<file path="config.mk">
export PLATFORM = sky130hd
export DESIGN_NAME = aoc_output_ctrl
export DESIGN_NICKNAME = d
export VERILOG_FILES = /design/src/core/aoc_pkg.sv /design/src/core/aoc_fifo.sv /design/src/core/aoc_output_ctrl.sv
export VERILOG_INCLUDE_DIRS = /design/src /design/src/core
export SDC_FILE = /design/constraint.sdc
export NUM_CORES = 1
export LEC_CHECK = 0
export BUFFER_PORTS_ARGS = -buffer_cell sky130_fd_sc_hd__buf_4
export CAP_MARGIN = 10
export CORE_MARGIN = 1.5
export CORE_UTILIZATION = 60
export DETAILED_ROUTE_END_ITERATION = 8
export PLACE_DENSITY = 0.8
export SLEW_MARGIN = 40
export SYNTH_ARGS = -nofsm -noshare
export SYNTH_HDL_FRONTEND = slang
export SYNTH_SLANG_ARGS = --single-unit
</file>
<file path="constraint.sdc">
create_clock -name clk -period 4.6 [get_ports clk]
set_input_delay 0.69 -clock clk [delete_from_list [all_inputs] [get_ports clk]]
set_output_delay 0.69 -clock clk [all_outputs]
set_load 0.01 [all_outputs]
</file>
<file path="src/core/aoc_regs.svh">
/*
 * Register offsets, field positions, reset values and timing counts for the
 * converter output and mode control block.
 * Assumes a 32-bit AXI4-Lite slave with word-aligned registers.
 */
`ifndef AOC_REGS_SVH
`define AOC_REGS_SVH

// register byte offsets
`define AOC_CTRL_OFS      12'h000
`define AOC_STATUS_OFS    12'h004
`define AOC_SAMPLE_OFS    12'h008
`define AOC_COUNT_OFS     12'h00c

// control register fields
`define AOC_CTRL_SERIAL   0
`define AOC_CTRL_FMT_LO   1
`define AOC_CTRL_FMT_HI   2
`define AOC_CTRL_DCS      3
`define AOC_CTRL_STANDBY  4
`define AOC_CTRL_CLKINV   5
`define AOC_CTRL_RESET    32'h0000_0008

// status register fields
`define AOC_STAT_PDOWN    0
`define AOC_STAT_STANDBY  1
`define AOC_STAT_DCS      2
`define AOC_STAT_FMT_LO   3
`define AOC_STAT_FMT_HI   4
`define AOC_STAT_RANGE    5
`define AOC_STAT_FIFOFULL 6

// synchroniser image in reset: output enable bar, power-down, serial select bar high
`define AOC_PIN_RESET     5'h1c

// pipeline latency in sample-clock cycles
`define AOC_LATENCY       12

// code words
`define AOC_BIN_ZERO      14'h2000
`define AOC_GRAY_NEG      14'h3000
`define AOC_GRAY_POS      14'h2000

`endif

</file>
<file path="src/core/aoc_pkg.sv">
/*
 * Types for the converter output and mode control block.
 * Assumes nothing beyond a SystemVerilog compiler.
 */
`default_nettype none
package aoc_pkg;
    // output data formats
    typedef enum logic [1:0] {
        AOC_FMT_BINARY = 2'b00,
        AOC_FMT_TWOS   = 2'b01,
        AOC_FMT_GRAY   = 2'b10
    } aoc_fmt_e;

    // power states
    typedef enum logic [1:0] {
        AOC_PWR_RUN     = 2'b00,
        AOC_PWR_STANDBY = 2'b01,
        AOC_PWR_DOWN    = 2'b10
    } aoc_pwr_e;
endpackage
`default_nettype wire

</file>
<file path="src/core/aoc_fifo.sv">
/*
 * Synchronous FIFO with valid/ready on both sides.
 * Assumes one clock and an asynchronous active-low reset.
 */
`default_nettype none
module aoc_fifo #(
    parameter int WIDTH = 15,
    parameter int DEPTH = 16
) (
    input  wire logic             clk,
    input  wire logic             rst_n,
    input  wire logic             clear,
    input  wire logic [WIDTH-1:0] inData,
    input  wire logic             inValid,
    output logic                  inReady,
    output logic      [WIDTH-1:0] outData,
    output logic                  outValid,
    input  wire logic             outReady
);
    localparam int AW = $clog2(DEPTH);

    logic [WIDTH-1:0] mem [DEPTH];
    logic [AW-1:0]    wrPtr_r;
    logic [AW-1:0]    rdPtr_r;
    logic [AW:0]      count_r;
    logic             push;
    logic             pop;

    // handshakes
    assign inReady  = (count_r != DEPTH[AW:0]);
    assign outValid = (count_r != '0);
    assign push     = inValid && inReady;
    assign pop      = outValid && outReady;
    assign outData  = mem[rdPtr_r];

    // storage
    always_ff @(posedge clk) begin
        if (push) begin
            mem[wrPtr_r] <= inData;
        end
    end

    // pointers and fill level
    always_ff @(posedge clk or negedge rst_n) begin
        if (!rst_n) begin
            wrPtr_r <= '0;
            rdPtr_r <= '0;
            count_r <= '0;
        end else if (clear) begin
            wrPtr_r <= '0;
            rdPtr_r <= '0;
            count_r <= '0;
        end else begin
            if (push) begin
                wrPtr_r <= wrPtr_r + 1'b1;
            end
            if (pop) begin
                rdPtr_r <= rdPtr_r + 1'b1;
            end
            count_r <= count_r + {{AW{1'b0}}, push} - {{AW{1'b0}}, pop};
        end
    end
endmodule
`default_nettype wire

</file>
<file path="src/core/aoc_output_ctrl.sv">
/*
 * Output and mode control of a 14-bit pipelined converter: format coding,
 * out-of-range flag, 12-cycle output pipeline, data clock, output enable,
 * power-down and standby, and an AXI4-Lite register port.
 * Assumes the sample clock is clk; pins from outside are synchronised here;
 * the raw converter result arrives as an offset-binary code with over- and under-range flags.
 */
// The implementer's own choices: register access over AXI4-Lite and the register addresses.
`default_nettype none
`include "aoc_regs.svh"

// Functional notes
// - With pins strapping the mode, the stabilizer pin low turns the stabilizer off, high on.
// - With pins strapping the mode, the format pin low gives offset binary, high twos complement.
// - Under serial control the formats are offset binary, twos complement and Gray code.
// - Powerdown pin high stops conversion and floats the outputs; low resumes it.
// - Under serial control a standby state keeps the reference alive for faster wake-up.
// - The range flag marks each out-of-range sample and travels with the same latency.
// - The range flag stays high until the input is back in range and one more conversion ends; here it drops with the first in-range sample.
// - Output drivers are on while output_enable_bar is low and floated while it is high; here the data clock driver ignores it.
// - Each sample appears 12 sample-clock cycles after its sampling edge.
// - The data clock output rises while data are valid unless its polarity is inverted.
// - Each sample is a 14-bit parallel word.
// - Offset binary and twos complement codes saturate with the range flag set.
// - Gray code gives 11 0000.. at negative, zero at mid and 10 0000.. at positive full scale.
module aoc_output_ctrl
    import aoc_pkg::*;
#(
    parameter int DATA_W  = 14,
    parameter int FIFO_D  = 16
) (
    input  wire logic              clk,
    input  wire logic              rst_n,
    // converter core side
    input  wire logic [DATA_W-1:0] coreCode,
    input  wire logic              coreOver,
    input  wire logic              coreUnder,
    output logic                   coreRun,
    output logic                   refPowered,
    output logic                   dutyStabOn,
    // pins
    input  wire logic              formatSelectPin,
    input  wire logic              stabilizerSelectPin,
    input  wire logic              serialSelectBar,
    input  wire logic              powerdownPin,
    input  wire logic              outputEnableBar,
    output logic      [DATA_W-1:0] dataOut,
    output logic      [DATA_W-1:0] dataOutOe,
    output logic                   rangeOut,
    output logic                   rangeOutOe,
    output logic                   dataClockOut,
    output logic                   dataClockOutOe,
    // capture stream through the fifo
    output logic      [DATA_W:0]   capData,
    output logic                   capValid,
    input  wire logic              capReady,
    // axi4-lite slave
    input  wire logic [11:0]       s_axi_awaddr,
    input  wire logic              s_axi_awvalid,
    output logic                   s_axi_awready,
    input  wire logic [31:0]       s_axi_wdata,
    input  wire logic [3:0]        s_axi_wstrb,
    input  wire logic              s_axi_wvalid,
    output logic                   s_axi_wready,
    output logic      [1:0]        s_axi_bresp,
    output logic                   s_axi_bvalid,
    input  wire logic              s_axi_bready,
    input  wire logic [11:0]       s_axi_araddr,
    input  wire logic              s_axi_arvalid,
    output logic                   s_axi_arready,
    output logic      [31:0]       s_axi_rdata,
    output logic      [1:0]        s_axi_rresp,
    output logic                   s_axi_rvalid,
    input  wire logic              s_axi_rready
);
    localparam int LAT = `AOC_LATENCY;

    // pin synchronisers; in reset they read as strapped mode, powered down and floated
    // so that nothing drives and no serial setting applies before real levels settle
    logic [4:0] pinMeta_r;
    logic [4:0] pinSync_r;
    logic       fmtPin;
    logic       dcsPin;
    logic       serialMode;
    logic       pdPin;
    logic       oeBar;

    always_ff @(posedge clk or negedge rst_n) begin
        if (!rst_n) begin
            pinMeta_r <= `AOC_PIN_RESET;
            pinSync_r <= `AOC_PIN_RESET;
        end else begin
            pinMeta_r <= {outputEnableBar, powerdownPin, serialSelectBar,
                          stabilizerSelectPin, formatSelectPin};
            pinSync_r <= pinMeta_r;
        end
    end

    assign fmtPin     = pinSync_r[0];
    assign dcsPin     = pinSync_r[1];
    assign serialMode = !pinSync_r[2];
    assign pdPin      = pinSync_r[3];
    assign oeBar      = pinSync_r[4];

    // control register
    logic [31:0] ctrl_r;
    aoc_fmt_e    fmtSel;
    aoc_pwr_e    pwrState;
    logic        clkInvert;

    // effective format and stabilizer choice
    always_comb begin
        if (serialMode) begin
            fmtSel = (ctrl_r[`AOC_CTRL_FMT_HI:`AOC_CTRL_FMT_LO] == 2'b10) ? AOC_FMT_GRAY :
                     (ctrl_r[`AOC_CTRL_FMT_LO] ? AOC_FMT_TWOS : AOC_FMT_BINARY);
        end else begin
            fmtSel = fmtPin ? AOC_FMT_TWOS : AOC_FMT_BINARY;
        end
    end

    assign dutyStabOn = serialMode ? ctrl_r[`AOC_CTRL_DCS] : dcsPin;
    assign clkInvert  = serialMode && ctrl_r[`AOC_CTRL_CLKINV];

    // power state: pin power-down wins over serial standby
    always_comb begin
        if (pdPin) begin
            pwrState = AOC_PWR_DOWN;
        end else if (serialMode && ctrl_r[`AOC_CTRL_STANDBY]) begin
            pwrState = AOC_PWR_STANDBY;
        end else begin
            pwrState = AOC_PWR_RUN;
        end
    end

    assign coreRun    = (pwrState == AOC_PWR_RUN);
    assign refPowered = (pwrState != AOC_PWR_DOWN);

    // format coding and saturation of the incoming sample
    logic [DATA_W-1:0] binCode;
    logic [DATA_W-1:0] codedWord;
    logic              outRange;

    always_comb begin
        binCode  = coreCode;
        outRange = coreOver || coreUnder;
        if (coreOver) begin
            binCode = '1;
        end else if (coreUnder) begin
            binCode = '0;
        end
        case (fmtSel)
            AOC_FMT_TWOS: codedWord = binCode ^ `AOC_BIN_ZERO;
            AOC_FMT_GRAY: begin
                codedWord = (binCode ^ `AOC_BIN_ZERO) ^ ((binCode ^ `AOC_BIN_ZERO) >> 1);
                // both full-scale ends are pinned to their fixed codes; the plain
                // transform would give the wrong word at the positive end
                if (coreUnder || binCode == '0) begin
                    codedWord = `AOC_GRAY_NEG;
                end else if (coreOver || binCode == '1) begin
                    codedWord = `AOC_GRAY_POS;
                end
            end
            default: codedWord = binCode;
        endcase
    end

    // 12-stage output pipeline; word and flag share every stage
    logic [DATA_W:0] pipe_r [LAT];

    always_ff @(posedge clk or negedge rst_n) begin
        if (!rst_n) begin
            for (int i = 0; i < LAT; i++) begin
                pipe_r[i] <= '0;
            end
        end else if (coreRun) begin
            pipe_r[0] <= {outRange, codedWord};
            for (int i = 1; i < LAT; i++) begin
                pipe_r[i] <= pipe_r[i-1];
            end
        end
    end

    // latched outputs and drivers
    // after any stop the fill count restarts, so stale stages never count as valid
    logic pipeFill_r;
    logic [3:0] fillCnt_r;

    always_ff @(posedge clk or negedge rst_n) begin
        if (!rst_n) begin
            fillCnt_r  <= '0;
            pipeFill_r <= 1'b0;
        end else if (!coreRun) begin
            fillCnt_r  <= '0;
            pipeFill_r <= 1'b0;
        end else if (fillCnt_r == 4'(LAT - 1)) begin
            pipeFill_r <= 1'b1;
        end else begin
            fillCnt_r <= fillCnt_r + 4'h1;
        end
    end

    assign dataOut        = pipe_r[LAT-1][DATA_W-1:0];
    assign rangeOut       = pipe_r[LAT-1][DATA_W];
    assign dataOutOe      = {DATA_W{!oeBar && !pdPin}};
    assign rangeOutOe     = !oeBar && !pdPin;
    assign dataClockOutOe = !pdPin;

    // data clock: high in the half period after each update once the pipeline is filled, low instead while clkInvert is set
    // the strobe is gated by clk itself so it rises on the same clk edge that updates the word
    logic dcoPhase_r;

    always_ff @(posedge clk or negedge rst_n) begin
        if (!rst_n) begin
            dcoPhase_r <= 1'b0;
        end else begin
            dcoPhase_r <= coreRun && pipeFill_r;
        end
    end

    assign dataClockOut = (dcoPhase_r & clk) ^ clkInvert;

    // capture fifo fed with each valid output word
    logic fifoInReady;

    aoc_fifo #(
        .WIDTH(DATA_W + 1),
        .DEPTH(FIFO_D)
    ) u_fifo (
        .clk     (clk),
        .rst_n   (rst_n),
        .clear   (!coreRun),
        .inData  (pipe_r[LAT-1]),
        .inValid (coreRun && pipeFill_r),
        .inReady (fifoInReady),
        .outData (capData),
        .outValid(capValid),
        .outReady(capReady)
    );

    // axi4-lite write channel
    // address and data are taken in either order; the answer waits for both
    logic        awHeld_r;
    logic        wHeld_r;
    logic [11:0] awAddr_r;
    logic [31:0] wData_r;
    logic [3:0]  wStrb_r;

    assign s_axi_awready = !awHeld_r && !s_axi_bvalid;
    assign s_axi_wready  = !wHeld_r && !s_axi_bvalid;
    assign s_axi_bresp   = 2'b00;

    always_ff @(posedge clk or negedge rst_n) begin
        if (!rst_n) begin
            awHeld_r     <= 1'b0;
            wHeld_r      <= 1'b0;
            awAddr_r     <= '0;
            wData_r      <= '0;
            wStrb_r      <= '0;
            s_axi_bvalid <= 1'b0;
            ctrl_r       <= `AOC_CTRL_RESET;
        end else begin
            if (s_axi_awvalid && s_axi_awready) begin
                awHeld_r <= 1'b1;
                awAddr_r <= s_axi_awaddr;
            end
            if (s_axi_wvalid && s_axi_wready) begin
                wHeld_r <= 1'b1;
                wData_r <= s_axi_wdata;
                wStrb_r <= s_axi_wstrb;
            end
            if (awHeld_r && wHeld_r) begin
                awHeld_r     <= 1'b0;
                wHeld_r      <= 1'b0;
                s_axi_bvalid <= 1'b1;
                if (awAddr_r[11:2] == 10'(`AOC_CTRL_OFS >> 2)) begin
                    for (int b = 0; b < 4; b++) begin
                        if (wStrb_r[b]) begin
                            ctrl_r[b*8 +: 8] <= wData_r[b*8 +: 8];
                        end
                    end
                end
            end else if (s_axi_bvalid && s_axi_bready) begin
                s_axi_bvalid <= 1'b0;
            end
        end
    end

    // sample counter for software
    // counts only words that left a filled pipeline
    logic [31:0] sampleCnt_r;

    always_ff @(posedge clk or negedge rst_n) begin
        if (!rst_n) begin
            sampleCnt_r <= '0;
        end else if (coreRun && pipeFill_r) begin
            sampleCnt_r <= sampleCnt_r + 32'h1;
        end
    end

    // axi4-lite read channel
    // unmapped offsets read as zero and answer with a slave error
    logic [31:0] rdMux;

    always_comb begin
        rdMux = '0;
        case (s_axi_araddr[11:2])
            10'(`AOC_CTRL_OFS >> 2): rdMux = {26'h0, ctrl_r[5:0]};
            10'(`AOC_STATUS_OFS >> 2): begin
                rdMux[`AOC_STAT_PDOWN]    = (pwrState == AOC_PWR_DOWN);
                rdMux[`AOC_STAT_STANDBY]  = (pwrState == AOC_PWR_STANDBY);
                rdMux[`AOC_STAT_DCS]      = dutyStabOn;
                rdMux[`AOC_STAT_FMT_HI:`AOC_STAT_FMT_LO] = fmtSel;
                rdMux[`AOC_STAT_RANGE]    = rangeOut;
                rdMux[`AOC_STAT_FIFOFULL] = !fifoInReady;
            end
            10'(`AOC_SAMPLE_OFS >> 2): rdMux = {17'h0, pipe_r[LAT-1]};
            10'(`AOC_COUNT_OFS >> 2):  rdMux = sampleCnt_r;
            default: rdMux = '0;
        endcase
    end

    assign s_axi_arready = !s_axi_rvalid;

    always_ff @(posedge clk or negedge rst_n) begin
        if (!rst_n) begin
            s_axi_rvalid <= 1'b0;
            s_axi_rdata  <= '0;
            s_axi_rresp  <= 2'b00;
        end else if (s_axi_arvalid && s_axi_arready) begin
            s_axi_rvalid <= 1'b1;
            s_axi_rdata  <= rdMux;
            s_axi_rresp  <= (s_axi_araddr[11:2] > 10'(`AOC_COUNT_OFS >> 2)) ? 2'b10 : 2'b00;
        end else if (s_axi_rvalid && s_axi_rready) begin
            s_axi_rvalid <= 1'b0;
        end
    end
endmodule
`default_nettype wire

</file>
# Word level (Yosys, flattened, before mapping)
# Memories as Yosys holds them, arrays and structs flattened.
# Index checks and enable logic that the tools add are counted.
# op_classes
n_addsub,6
magnitude_cmp,1
n_eq_ne,16
n_mux,34
bitwise,4
n_reduce_logical,35
# ops
op,n
$mux 14,4
$pmux 25 s2,1
$add 32x1->32 const B,1
$pmux 14 s2,1
$pmux 7 s4,1
$mux 4,6
$eq 10x2->1 const B,2
$logic_not 10->1,2
$mux 1,16
$eq 14x14->1 const B,1
$logic_and 1x1->1,14
$logic_not 14->1,1
$xor 14x13->14,1
$add 4x1->4 const B,3
$eq 10x1->1 const B,1
$gt 10x2->1 const B,1
$logic_not 1->1,8
$mux 2,4
$reduce_bool 2->1,4
$eq 2x2->1 const B,3
$ne 2x1->1 const B,3
$add 5x1->5,1
$mux 5,1
$ne 5x5->1 const B,1
other kinds (11),15
# word_totals
ff_bits,304
ram_bits,240
inputBits,89
output_inout_bits,92
word_cells,128
n_memories,1
# mem_list
memory,words,width,read_ports,rd_ports_with_merged_regs,wr,line_no,rtl
u_fifo.mem,16,15,1,0,1,aoc_fifo.sv:22,logic [WIDTH-1:0] mem [DEPTH];

# Depth between registers and ports, before layout
# Gate-level depths: netlist (run 1).
# logic_depth
ltp_word,10
depth_mapped,15
ltp_nobuf,14

# By module
# Synthesis (run 1) repeated with hierarchy kept, for this count alone.
# hier_totals
hier_cells,1770
hier_area_um2,22352.7
# modules_own_cells
module,instances,cells_each,area_each_um2,seq_area_each_um2
aoc_output_ctrl,1,1234,12142.9,7215.7
aoc_fifo,1,536,10209.8,7532.2

==> impl_metrics.ini, run 1 <==
[run_status]
status = complete, no violations

[cells_and_area]
area.growth.synth_to_final_pct = 13.47
nNetsFinal = 1860
n_fill_cell = 2341
layout-drive-gt1-share_pct = 19.20
diodes = 0

[detailed_routing]
antenna_left = 0
drc = 0
dr.pass1.iters = 5
routed_wl_um = 44080
vias = 12800
via_per_inst = 5.679
post_drt_wl_per_cell_um = 19.56
drtIter0Drc = 910

[power_and_ir_drop]
p_total_uw = 11720
p_leak_uw = 0.01088
max-vdd-ir-drop_uv = 316.8
powerDensity_nw_per_um2 = 470.5

[die]
fp.dieH_um = 194.3
rows = 69
core_area_um2 = 35830
start_util_pct = 61.28
io_pins = 181
die_x_um = 194.3
die-area_um2 = 37750

[worst_setup_path]
required_ps = 3910
r2r_start = u_fifo.count_r[2]$_DFF_PN0_
r2r_cells = 14
cp.arrival_ps = 3050
regToRegSetupSlack_ps = 1610
startpoint_type = register
cp_max_fo = 38
startpoint = u_fifo.rdPtr_r[0]$_DFFE_PN0P_
critPathKind = reg -> out
end_kind = output pin

[sta]
fmax_mhz = 267.2
skew_ps = 30.37
rsz0062_at_grt = false
finalMaxSlewViolations = 0
relSlewSlack_pct = 48.65
fin_crit_ps = 3743
finalHoldViolCount = 0
setup_violations = 0
worst_slew_pin_slew_ps = 770.3
finalSetupTns_ps = 0
fin_crit_sh_pct = 81.36

[yosys]
synth-edff-count = 240
syn_area_per_cell_um2 = 13.37
synth-adder-area-share_pct = 1.174
syn_area_um2 = 21950
synth_area_leaders = dfrtp_1, edfxtp_1, nand2_1
async_flop_share_pct = 55.64
synth_cell_types = 57
yosys.area_share.simple_pct = 12.94
synth_top_family_by_area = simple AND/OR/NAND/NOR gates
synth_compound_area_share_pct = 2.696
synth_ff_type = dfrtp_1
synth_xor_area_share_pct = 2.154
synthMuxAreaShare_pct = 10.63
synth_top_area_share_pct = 33.51
syn-instance-count = 1642
ys_seq_area_share_pct = 67.17
synth.largest_area_cell = dfrtp_1
ys_ff_latch = 541
ys_warn_count = 0

[placement]
port_buffers = 144
dp_hpwl_um = 26030
gp_congestion = 0.8394

[clocking]
hold_buffers = 0
clk_latency_ps = 680
postCtsSetupBuffers = 0
cts-resized-gates = 0
tritoncts = built
path_clk_slew_ps = 60

[flow_run]
maxCapViolations = 0

[grt]
antenna_found_initial = 0
grt_use_total_pct = 23.99
grt_overflow = 0
grt_max_degree = 114
grt_pass1_wl_um = 69930
grt_pass1_vias = 12820

[hold_path]
hold_class = in -> async
[registers in the layout (all words and copies together), names as in the netlist, 5 cells and up]
register	flops
wData_r	6
u_fifo.mem	240
pinSync_r	5
u_fifo.count_r	5
pipe_r	165
dataOut	14
ctrl_r	6
sampleCnt_r	32
s_axi_rdata	32
awAddr_r	10
pinMeta_r	5
[path summary, 6_finish.rpt]
kind	end
max	capData[3]
min	pipe_r[146]$_DFFE_PN0P_
max reg2reg	u_fifo.count_r[4]$_DFF_PN0_
min reg2reg	pinSync_r[0]$_DFF_PN0_
max in group asynchronous	pinSync_r[2]$_DFF_PN1_
min in group clk	pinMeta_r[4]$_DFF_PN1_
[Yosys cell counts, types with 4 or more instances]
master / count
a21o_1: 4
a21oi_1: 30
a22o_1: 23
and2_1: 22
and3_1: 9
buf_1: 5
buf_2: 18
buf_4: 37
buf_6: 6
clkbuf_1: 38
dfrtp_1: 294
dfstp_2: 7
edfxtp_1: 240
ha_1: 19
inv_1: 24
mux2_2: 25
mux2i_1: 13
mux4_1: 26
mux4_2: 55
nand2_1: 536
nand3_1: 14
nand4_1: 10
nor2_1: 54
nor3_1: 10
o21ai_0: 24
xnor2_1: 29
xor2_1: 25
[where the power goes]
| group | internal [uW] | switching, uW |
|---|---|---|
| registers | 5500 | 395 |
| logic | 881 | 764 |
| clock network | 2450 | 1730 |
| total | 8840 | 2890 |
[cell families (layout without fill, tap and decap cells)]
| family | Yosys count | in the layout |
|---|---|---|
| fa+ha+maj | 20 | 20 |
| mux | 119 | 119 |
| buf+inv | 131 | 279 |
| xor+xnor | 54 | 54 |
| compound gates | 92 | 92 |
| other cells | 1 | 3 |
| simple gates | 684 | 684 |
| flops | 541 | 541 |
[through the flow]
stage	setup WS (ps)	utilization, %	hold slack, ps	cell area [um^2]	std cells
final	857.5	69.53	25.65	24910	2253
after global routing	722.1	69.53	65.86	24910	2253
after CTS	799.4	69.52	45.12	24910	2253
after detailed placement	1321	64.74	334.7	23200	2155
after global placement	1321	64.67	334.8	23170	2155
after floorplan	1397	-	331.2	21960	1644
[critical path, cell delays in order (launching register included)]
cell     delay [ps]
dfrtp_4         740
buf_12          350
mux4_1          610
mux4_2          490
buf_4           160
[per-layer routing]
layer / track usage (%) / wire length, um / vias to the layer above
met1: 30.36 / 17390 / 6461
met4: 10.27 / 1734 / 0
li1: - / - / 5891
met5: 0 / 0 / -
met3: 3.002 / 1805 / 101
met2: 42.10 / 23150 / 342
[cells in the final DEF, fill, tap and decap left out, drive strengths merged, types with 4 or more instances in the layout]
cell,netlist,layout
nor4,5,5
clkbuf,40,77
a21o,4,4
buf,66,156
o21ai,24,24
xor2,25,25
a22o,23,23
nand4,10,10
mux2,25,25
nand3,15,15
nor3,11,11
a21oi,30,30
and3,9,9
mux2i,13,13
dfstp,7,7
inv,25,25
ha,19,19
mux4,81,81
nor2,54,54
clkinv,0,18
edfxtp,240,240
dfrtp,294,294
and2,22,22
nand2,536,536
xnor2,29,29
[cell type report]
class | instances | area [um^2] | share of cell area (%)
clock buffer | 78 | 1559 | 6.258
clock inverter | 21 | 161.4 | 0.6479
inverter | 25 | 96.34 | 0.3867
multi-input combinational | 972 | 6539 | 26.25
sequential | 541 | 14760 | 59.23
tap | 461 | 576.8 | 2.315
timing repair buffer | 155 | 1225 | 4.917
(Power assumes the default switching activity.)
==> inputs of run 2 (changes only) <==
--- a/config.mk
+++ b/config.mk
@@ -6,6 +6,7 @@
 export SDC_FILE = /design/constraint.sdc
 export NUM_CORES = 1
 export LEC_CHECK = 0
+export ABC_AREA = 1
 export BUFFER_PORTS_ARGS = -buffer_cell sky130_fd_sc_hd__buf_4
 export CAP_MARGIN = 10
 export CORE_MARGIN = 1.5
==> constraint.sdc (replaced) <==
create_clock -name clk -period 3.7 [get_ports clk]
set_input_delay 0.555 -clock clk [delete_from_list [all_inputs] [get_ports clk]]
set_output_delay 0.555 -clock clk [all_outputs]
set_load 0.01 [all_outputs]
==> impl_metrics.ini, run 2 <==
[run_status]
status = complete, no violations

[yosys]
syn-instance-count = 2113
syn_area_per_cell_um2 = 10.60
ys_warn_count = 0
synth_cell_types = 45
async_flop_share_pct = 55.64
synth_common_cells = nand2_1, o21ai_0, dfrtp_1, edfxtp_1, nor2_1
synth.largest_area_cell = dfrtp_1
synthMostInstantiatedCell = nand2_1
synth_area_leaders = dfrtp_1, edfxtp_1, o21ai_0
syn_area_um2 = 22400
synth-edff-count = 240
ys_ff_latch = 541
synth_ff_type = dfrtp_1
synth_top_area_share_pct = 32.84
ys_seq_area_share_pct = 65.83

[grt]
grt_overflow = 0
grt_pass1_vias = 15570
grt_max_degree = 128
use_met1_pct = 34.94
grt_pass1_wl_um = 79650
grt_use_total_pct = 26.53
grt.met2_usage_pct = 44.29
grt_busiest_layer = met2
antenna_found_initial = 1
grtUsageMet3_pct = 4.246

[clocking]
clk_latency_ps = 700
hold_buffers = 6
tritoncts = built
path_clk_slew_ps = 60
cts-resized-gates = 0
postCtsSetupBuffers = 0

[hold_path]
holdPathEnd = s_axi_bvalid$_DFFE_PN0P_
hold_class = in -> reg
min_delay_path_depth = 2
hp-start = s_axi_bready

[cells_and_area]
largest_reg_flops = 240
area.growth.synth_to_final_pct = 14.89
diodes = 0
top_register = u_fifo.mem
reg_top3 = u_fifo.mem: 240 flops, pipe_r: 165 flops
nNetsFinal = 2335
fin_cells = 2739
mostFrequentLayoutCells = nand2_1, o21ai_0, dfrtp_1, edfxtp_1, nor2_1
layout-drive-gt1-share_pct = 13.87
final_common_cell = nand2_1

[sta]
skew_ps = 16.59
finalSetupTns_ps = 0
finalHoldViolCount = 0
rsz0062_at_grt = false
setup_violations = 0
fin_crit_ps = 3322
worst_slew_pin_slew_ps = 839.1
holdWs_ps = 44.84
fmax_mhz = 301.0
relSlewSlack_pct = 44.06
fin_crit_sh_pct = 89.79
finalMaxSlewViolations = 0

[power_and_ir_drop]
switchingPower_uw = 4173
seqPwrFrac_pct = 47.1
pwr-share-comb_pct = 15.8
clock_power_share_pct = 37.0
powerDensity_nw_per_um2 = 598.4
max-vdd-ir-drop_uv = 463.8
internal-power_uw = 11230
p_sw_share_pct = 27.10
p_leak_uw = 0.01089

[die]
start_util_pct = 61.04
fp.dieH_um = 196.2
die_x_um = 196.2
rows = 70
io_pins = 181
core_area_um2 = 36700
die-area_um2 = 38500

[worst_setup_path]
required_ps = 3140
max_stage_delay_ps = 490
path_buf_inv = 3
path_cells = inv_2 -> buf_12 -> o21ai_0 -> o221ai_1 -> o211ai_1 -> nand2_1 -> buf_4
cp.arrival_ps = 2770
cp_max_fo = 63
startpoint_type = register
end_kind = output pin
slowest_stage = inv_2
regToRegSetupSlack_ps = 610
cp_num_cells = 7
critPathKind = reg -> out
r2r_end = u_fifo.count_r[4]$_DFF_PN0_
crit_family = buffers and inverters
r2r_start = pinSync_r[2]$_DFF_PN1_
r2r_cells = 15

[placement]
dp_cells = 2630
dp_hpwl_um = 29750
gp_congestion = 0.9021
port_buffers = 144

[detailed_routing]
drtIter0Drc = 1474
antenna_left = 0
routed_wl_um = 50040
dr.pass1.iters = 7
post_drt_wl_per_cell_um = 18.27
drc = 0
via_per_inst = 5.749
vias = 15750

[flow_run]
maxCapViolations = 0
## run 2: worst max path at each step
| stage | start | endpoint |
|---|---|---|
| floorplan | clk | dataClockOut |
| global placement | pinSync_r[2]$_DFF_PN1_ | u_fifo.count_r[4]$_DFF_PN0_ |
| detailed placement | pinSync_r[2]$_DFF_PN1_ | u_fifo.count_r[4]$_DFF_PN0_ |
| CTS | u_fifo.rdPtr_r[0]$_DFFE_PN0P_ | capData[13] |
| global route | u_fifo.rdPtr_r[0]$_DFFE_PN0P_ | capData[5] |
| finish | u_fifo.rdPtr_r[0]$_DFFE_PN0P_ | capData[13] |
## run 2: power groups by stage
stage | clock network (uW) | registers [uW] | logic [uW]
2_1_floorplan | 0.347 | 7230 | 1590
3_3_place_gp | 0.460 | 7330 | 2290
3_5_place_dp | 0.460 | 7360 | 2420
4_1_cts | 5780 | 7260 | 2450
5_1_grt | 6030 | 7320 | 2730
6_report | 5700 | 7260 | 2440
## run 2: layer usage
layer	vias up	part of all wire, %
met5	-	0.026
met4	2	3.7
met3	113	7.0
met2	603	49
met1	7679	41
li1	7350	-
## run 2: layout make-up
cell class / instances / area (um^2)
sequential: 541 / 14750
clock inverter: 24 / 326.6
inverter: 186 / 703.2
tap: 468 / 585.6
multi-input combinational: 1254 / 6310
timing repair buffer: 186 / 1476
fill: 2489 / 10960
clock buffer: 80 / 1585
## run 2: metrics by stage
step	utilization [%]	total power [uW]	area [um^2]	setup WS, ps
5_1_grt	70.13	16080	25740	269.3
2_1_floorplan	-	8819	22410	1018
3_5_place_dp	64.74	9780	23760	711.9
6_report	70.13	15400	25740	377.8
4_1_cts	70.09	15480	25720	391.4
3_3_place_gp	64.73	9619	23750	758.4
## run 2: logic make-up after synthesis
logic type | Yosys count | share of synthesized area [%]
AOI/OAI and AO/OA | 471 | 11.80
and+or+nand+nor | 714 | 13.20
muxes | 10 | 0.5027
xor gates and xnor gates | 36 | 1.408
buffers and inverters | 320 | 6.082
DFF | 541 | 65.83
other | 1 | 0.01674
adders and majority gates | 20 | 1.151
==> inputs of run 3 (changes only) <==
--- a/config.mk
+++ b/config.mk
@@ -16,4 +16,5 @@
 export SLEW_MARGIN = 40
 export SYNTH_ARGS = -nofsm -noshare
 export SYNTH_HDL_FRONTEND = slang
+export SYNTH_HIERARCHICAL = 1
 export SYNTH_SLANG_ARGS = --single-unit
==> impl_metrics.ini, run 3 <==
[run_status]
status = complete, no violations

[grt]
grt_use_total_pct = 26.79
grt_max_degree = 178
grt_pass1_vias = 17010
grt_overflow = 0
grt_pass1_wl_um = 86170
antenna_found_initial = 0

[cells_and_area]
reg_top3 = u_fifo/mem: 240 flops, pipe_r: 165 flops
mostFrequentLayoutCells = nand2_1, dfrtp_1, inv_1, edfxtp_1, nor2_1
area.growth.synth_to_final_pct = 14.35
top_register = u_fifo/mem
final_common_cell = nand2_1
diodes = 0
largest_reg_flops = 240
layout-drive-gt1-share_pct = 13.23
postLayoutCellArea_um2 = 26830
nNetsFinal = 2680

[detailed_routing]
routed_wl_um = 52470
dr.pass1.iters = 7
vias = 16900
post_drt_wl_per_cell_um = 16.75
antenna_left = 0
via_per_inst = 5.393
drc = 0
drtIter0Drc = 1498

[flow_run]
maxCapViolations = 0

[clocking]
tritoncts = built
clk_latency_ps = 710
postCtsSetupBuffers = 0
cts-resized-gates = 0
path_clk_slew_ps = 60

[sta]
rsz0062_at_grt = false
holdWs_ps = 32.35
worst_slew_pin_slew_ps = 746.1
finalSetupTns_ps = 0
fmax_mhz = 294.8
setup_violations = 0
skew_ps = 24.77
finalMaxSlewViolations = 0
finalHoldViolCount = 0
relSlewSlack_pct = 50.26
fin_crit_sh_pct = 91.68
fin_crit_ps = 3392
setup_ws_ps = 307.7

[worst_setup_path]
max_stage_delay_ps = 430
critPathMostFrequentCell = nand2_1
end_kind = output pin
critPathKind = reg -> out
cp_max_fo = 34
cp.arrival_ps = 2840
required_ps = 3140
slowest_stage = buf_4
startpoint_type = register
path_cells = buf_4 -> nand2_1 -> inv_1 -> buf_4 -> nand2_1 -> nor2_1 -> nor2_1 -> nand2_1 -> nand2_1 -> buf_4

[placement]
place_ws_ps = 593.0
port_buffers = 144
gp_congestion = 0.8681
dp_hpwl_um = 32100
place_area_um2 = 24850

[yosys]
ys_ff_latch = 541
ys_seq_area_share_pct = 62.86
synth_cell_types = 45
synth-edff-count = 240
syn-instance-count = 2449
synth_area_leaders = dfrtp_1, edfxtp_1, nand2_1
syn_area_um2 = 23460
synth_common_cells = nand2_1, dfrtp_1, inv_1, edfxtp_1, nor2_1
ys_warn_count = 6
synth_top_area_share_pct = 31.36
synth_ff_type = dfrtp_1
synthMostInstantiatedCell = nand2_1
synth.largest_area_cell = dfrtp_1
syn_area_per_cell_um2 = 9.579
async_flop_share_pct = 55.64

[die]
die_x_um = 200.7
io_pins = 181
rows = 72
start_util_pct = 60.70
die-area_um2 = 40290
fp.dieH_um = 200.7
core_area_um2 = 38650

[power_and_ir_drop]
powerDensity_nw_per_um2 = 569.4
max-vdd-ir-drop_uv = 436.3
p_leak_uw = 0.01218

[hold_path]
hold_class = in -> reg
-- run 3: cell types whose count changed in the layout (fill, tap and decap cells not counted), sizes merged, moves of 5 or more --
| cell | change |
|---|---|
| a21oi | -5 |
| buf | +8 |
| inv | +91 |
| nand2 | +382 |
| nand3 | +92 |
| nor2 | -19 |
| o211ai | -17 |
| o21ai | -125 |
| o221ai | -43 |
| o22ai | -17 |
-- run 3: per-layer routing --
metal  GRT usage, %  wire [um]
met1          34.65      21270
met2          46.13      26260
met3          4.448       3484
met4          9.264       1453
met5              0          0
-- run 3: cells by family (layout without fill, tap and decap cells) --
kind of cell | after synthesis | after routing | synth area share [%]
other cells | 1 | 3 | 0.01598
flops | 541 | 541 | 62.86
mux | 10 | 10 | 0.4800
xor+xnor | 38 | 38 | 1.419
simple gates | 1170 | 1170 | 20.60
buf+inv | 409 | 573 | 7.643
compound gates | 259 | 259 | 5.824
fa+ha+maj | 21 | 21 | 1.152
-- run 3: worst paths after layout --
path,start,end,slack (ps),cells after the start
max,u_fifo/rdPtr_r[1]$_DFFE_PN0P_,capData[10],310,10
min,s_axi_rready,s_axi_rvalid$_DFFE_PN0P_,30,2
max reg2reg,pinSync_r[2]$_DFF_PN1_,u_fifo/count_r[4]$_DFF_PN0_,520,13
min reg2reg,pinMeta_r[0]$_DFF_PN0_,pinSync_r[0]$_DFF_PN0_,350,0
max in group asynchronous,rst_n,pipe_r[151]$_DFFE_PN0P_,2270,4
min in group asynchronous,rst_n,awAddr_r[4]$_DFFE_PN0P_,390,2
-- run 3: critical path: cells and delay by family (launching register included) --
kind                   cells  cell delay, ps
AND/OR/NAND/NOR            6             690
flip-flops                 1             360
buffers and inverters      4            1070
-- run 3: power by group --
group / internal (uW) / switching (uW)
combinational: 843 / 1440
clock: 3460 / 2240
sequential: 6860 / 442
-- run 3: final cells by class --
cell class | instances | area, um^2
Sequential cell | 541 | 14750
Fill cell | 2736 | 11820
Inverter | 275 | 1035
Timing Repair Buffer | 194 | 1558
Multi-Input combinational cell | 1501 | 6932
Clock buffer | 83 | 1639
Tap cell | 518 | 648.1
Clock inverter | 21 | 261.5
-- run 3: per-stage QoR --
step | power (uW) | std cells | utilization, %
finish | 15270 | 3133 | 69.42
global route | 15920 | 3133 | 69.42
CTS | 15370 | 3132 | 69.34
detailed placement | 9653 | 3023 | 64.29
global placement | 9519 | 3023 | 64.28
floorplan | 8790 | 2451 | -
-- run 3: what timing repair did --
action	CTS	global route
endpoints found under the setup margin	0	0
endpoints found under the hold margin	104	0
hold buffers	6	0
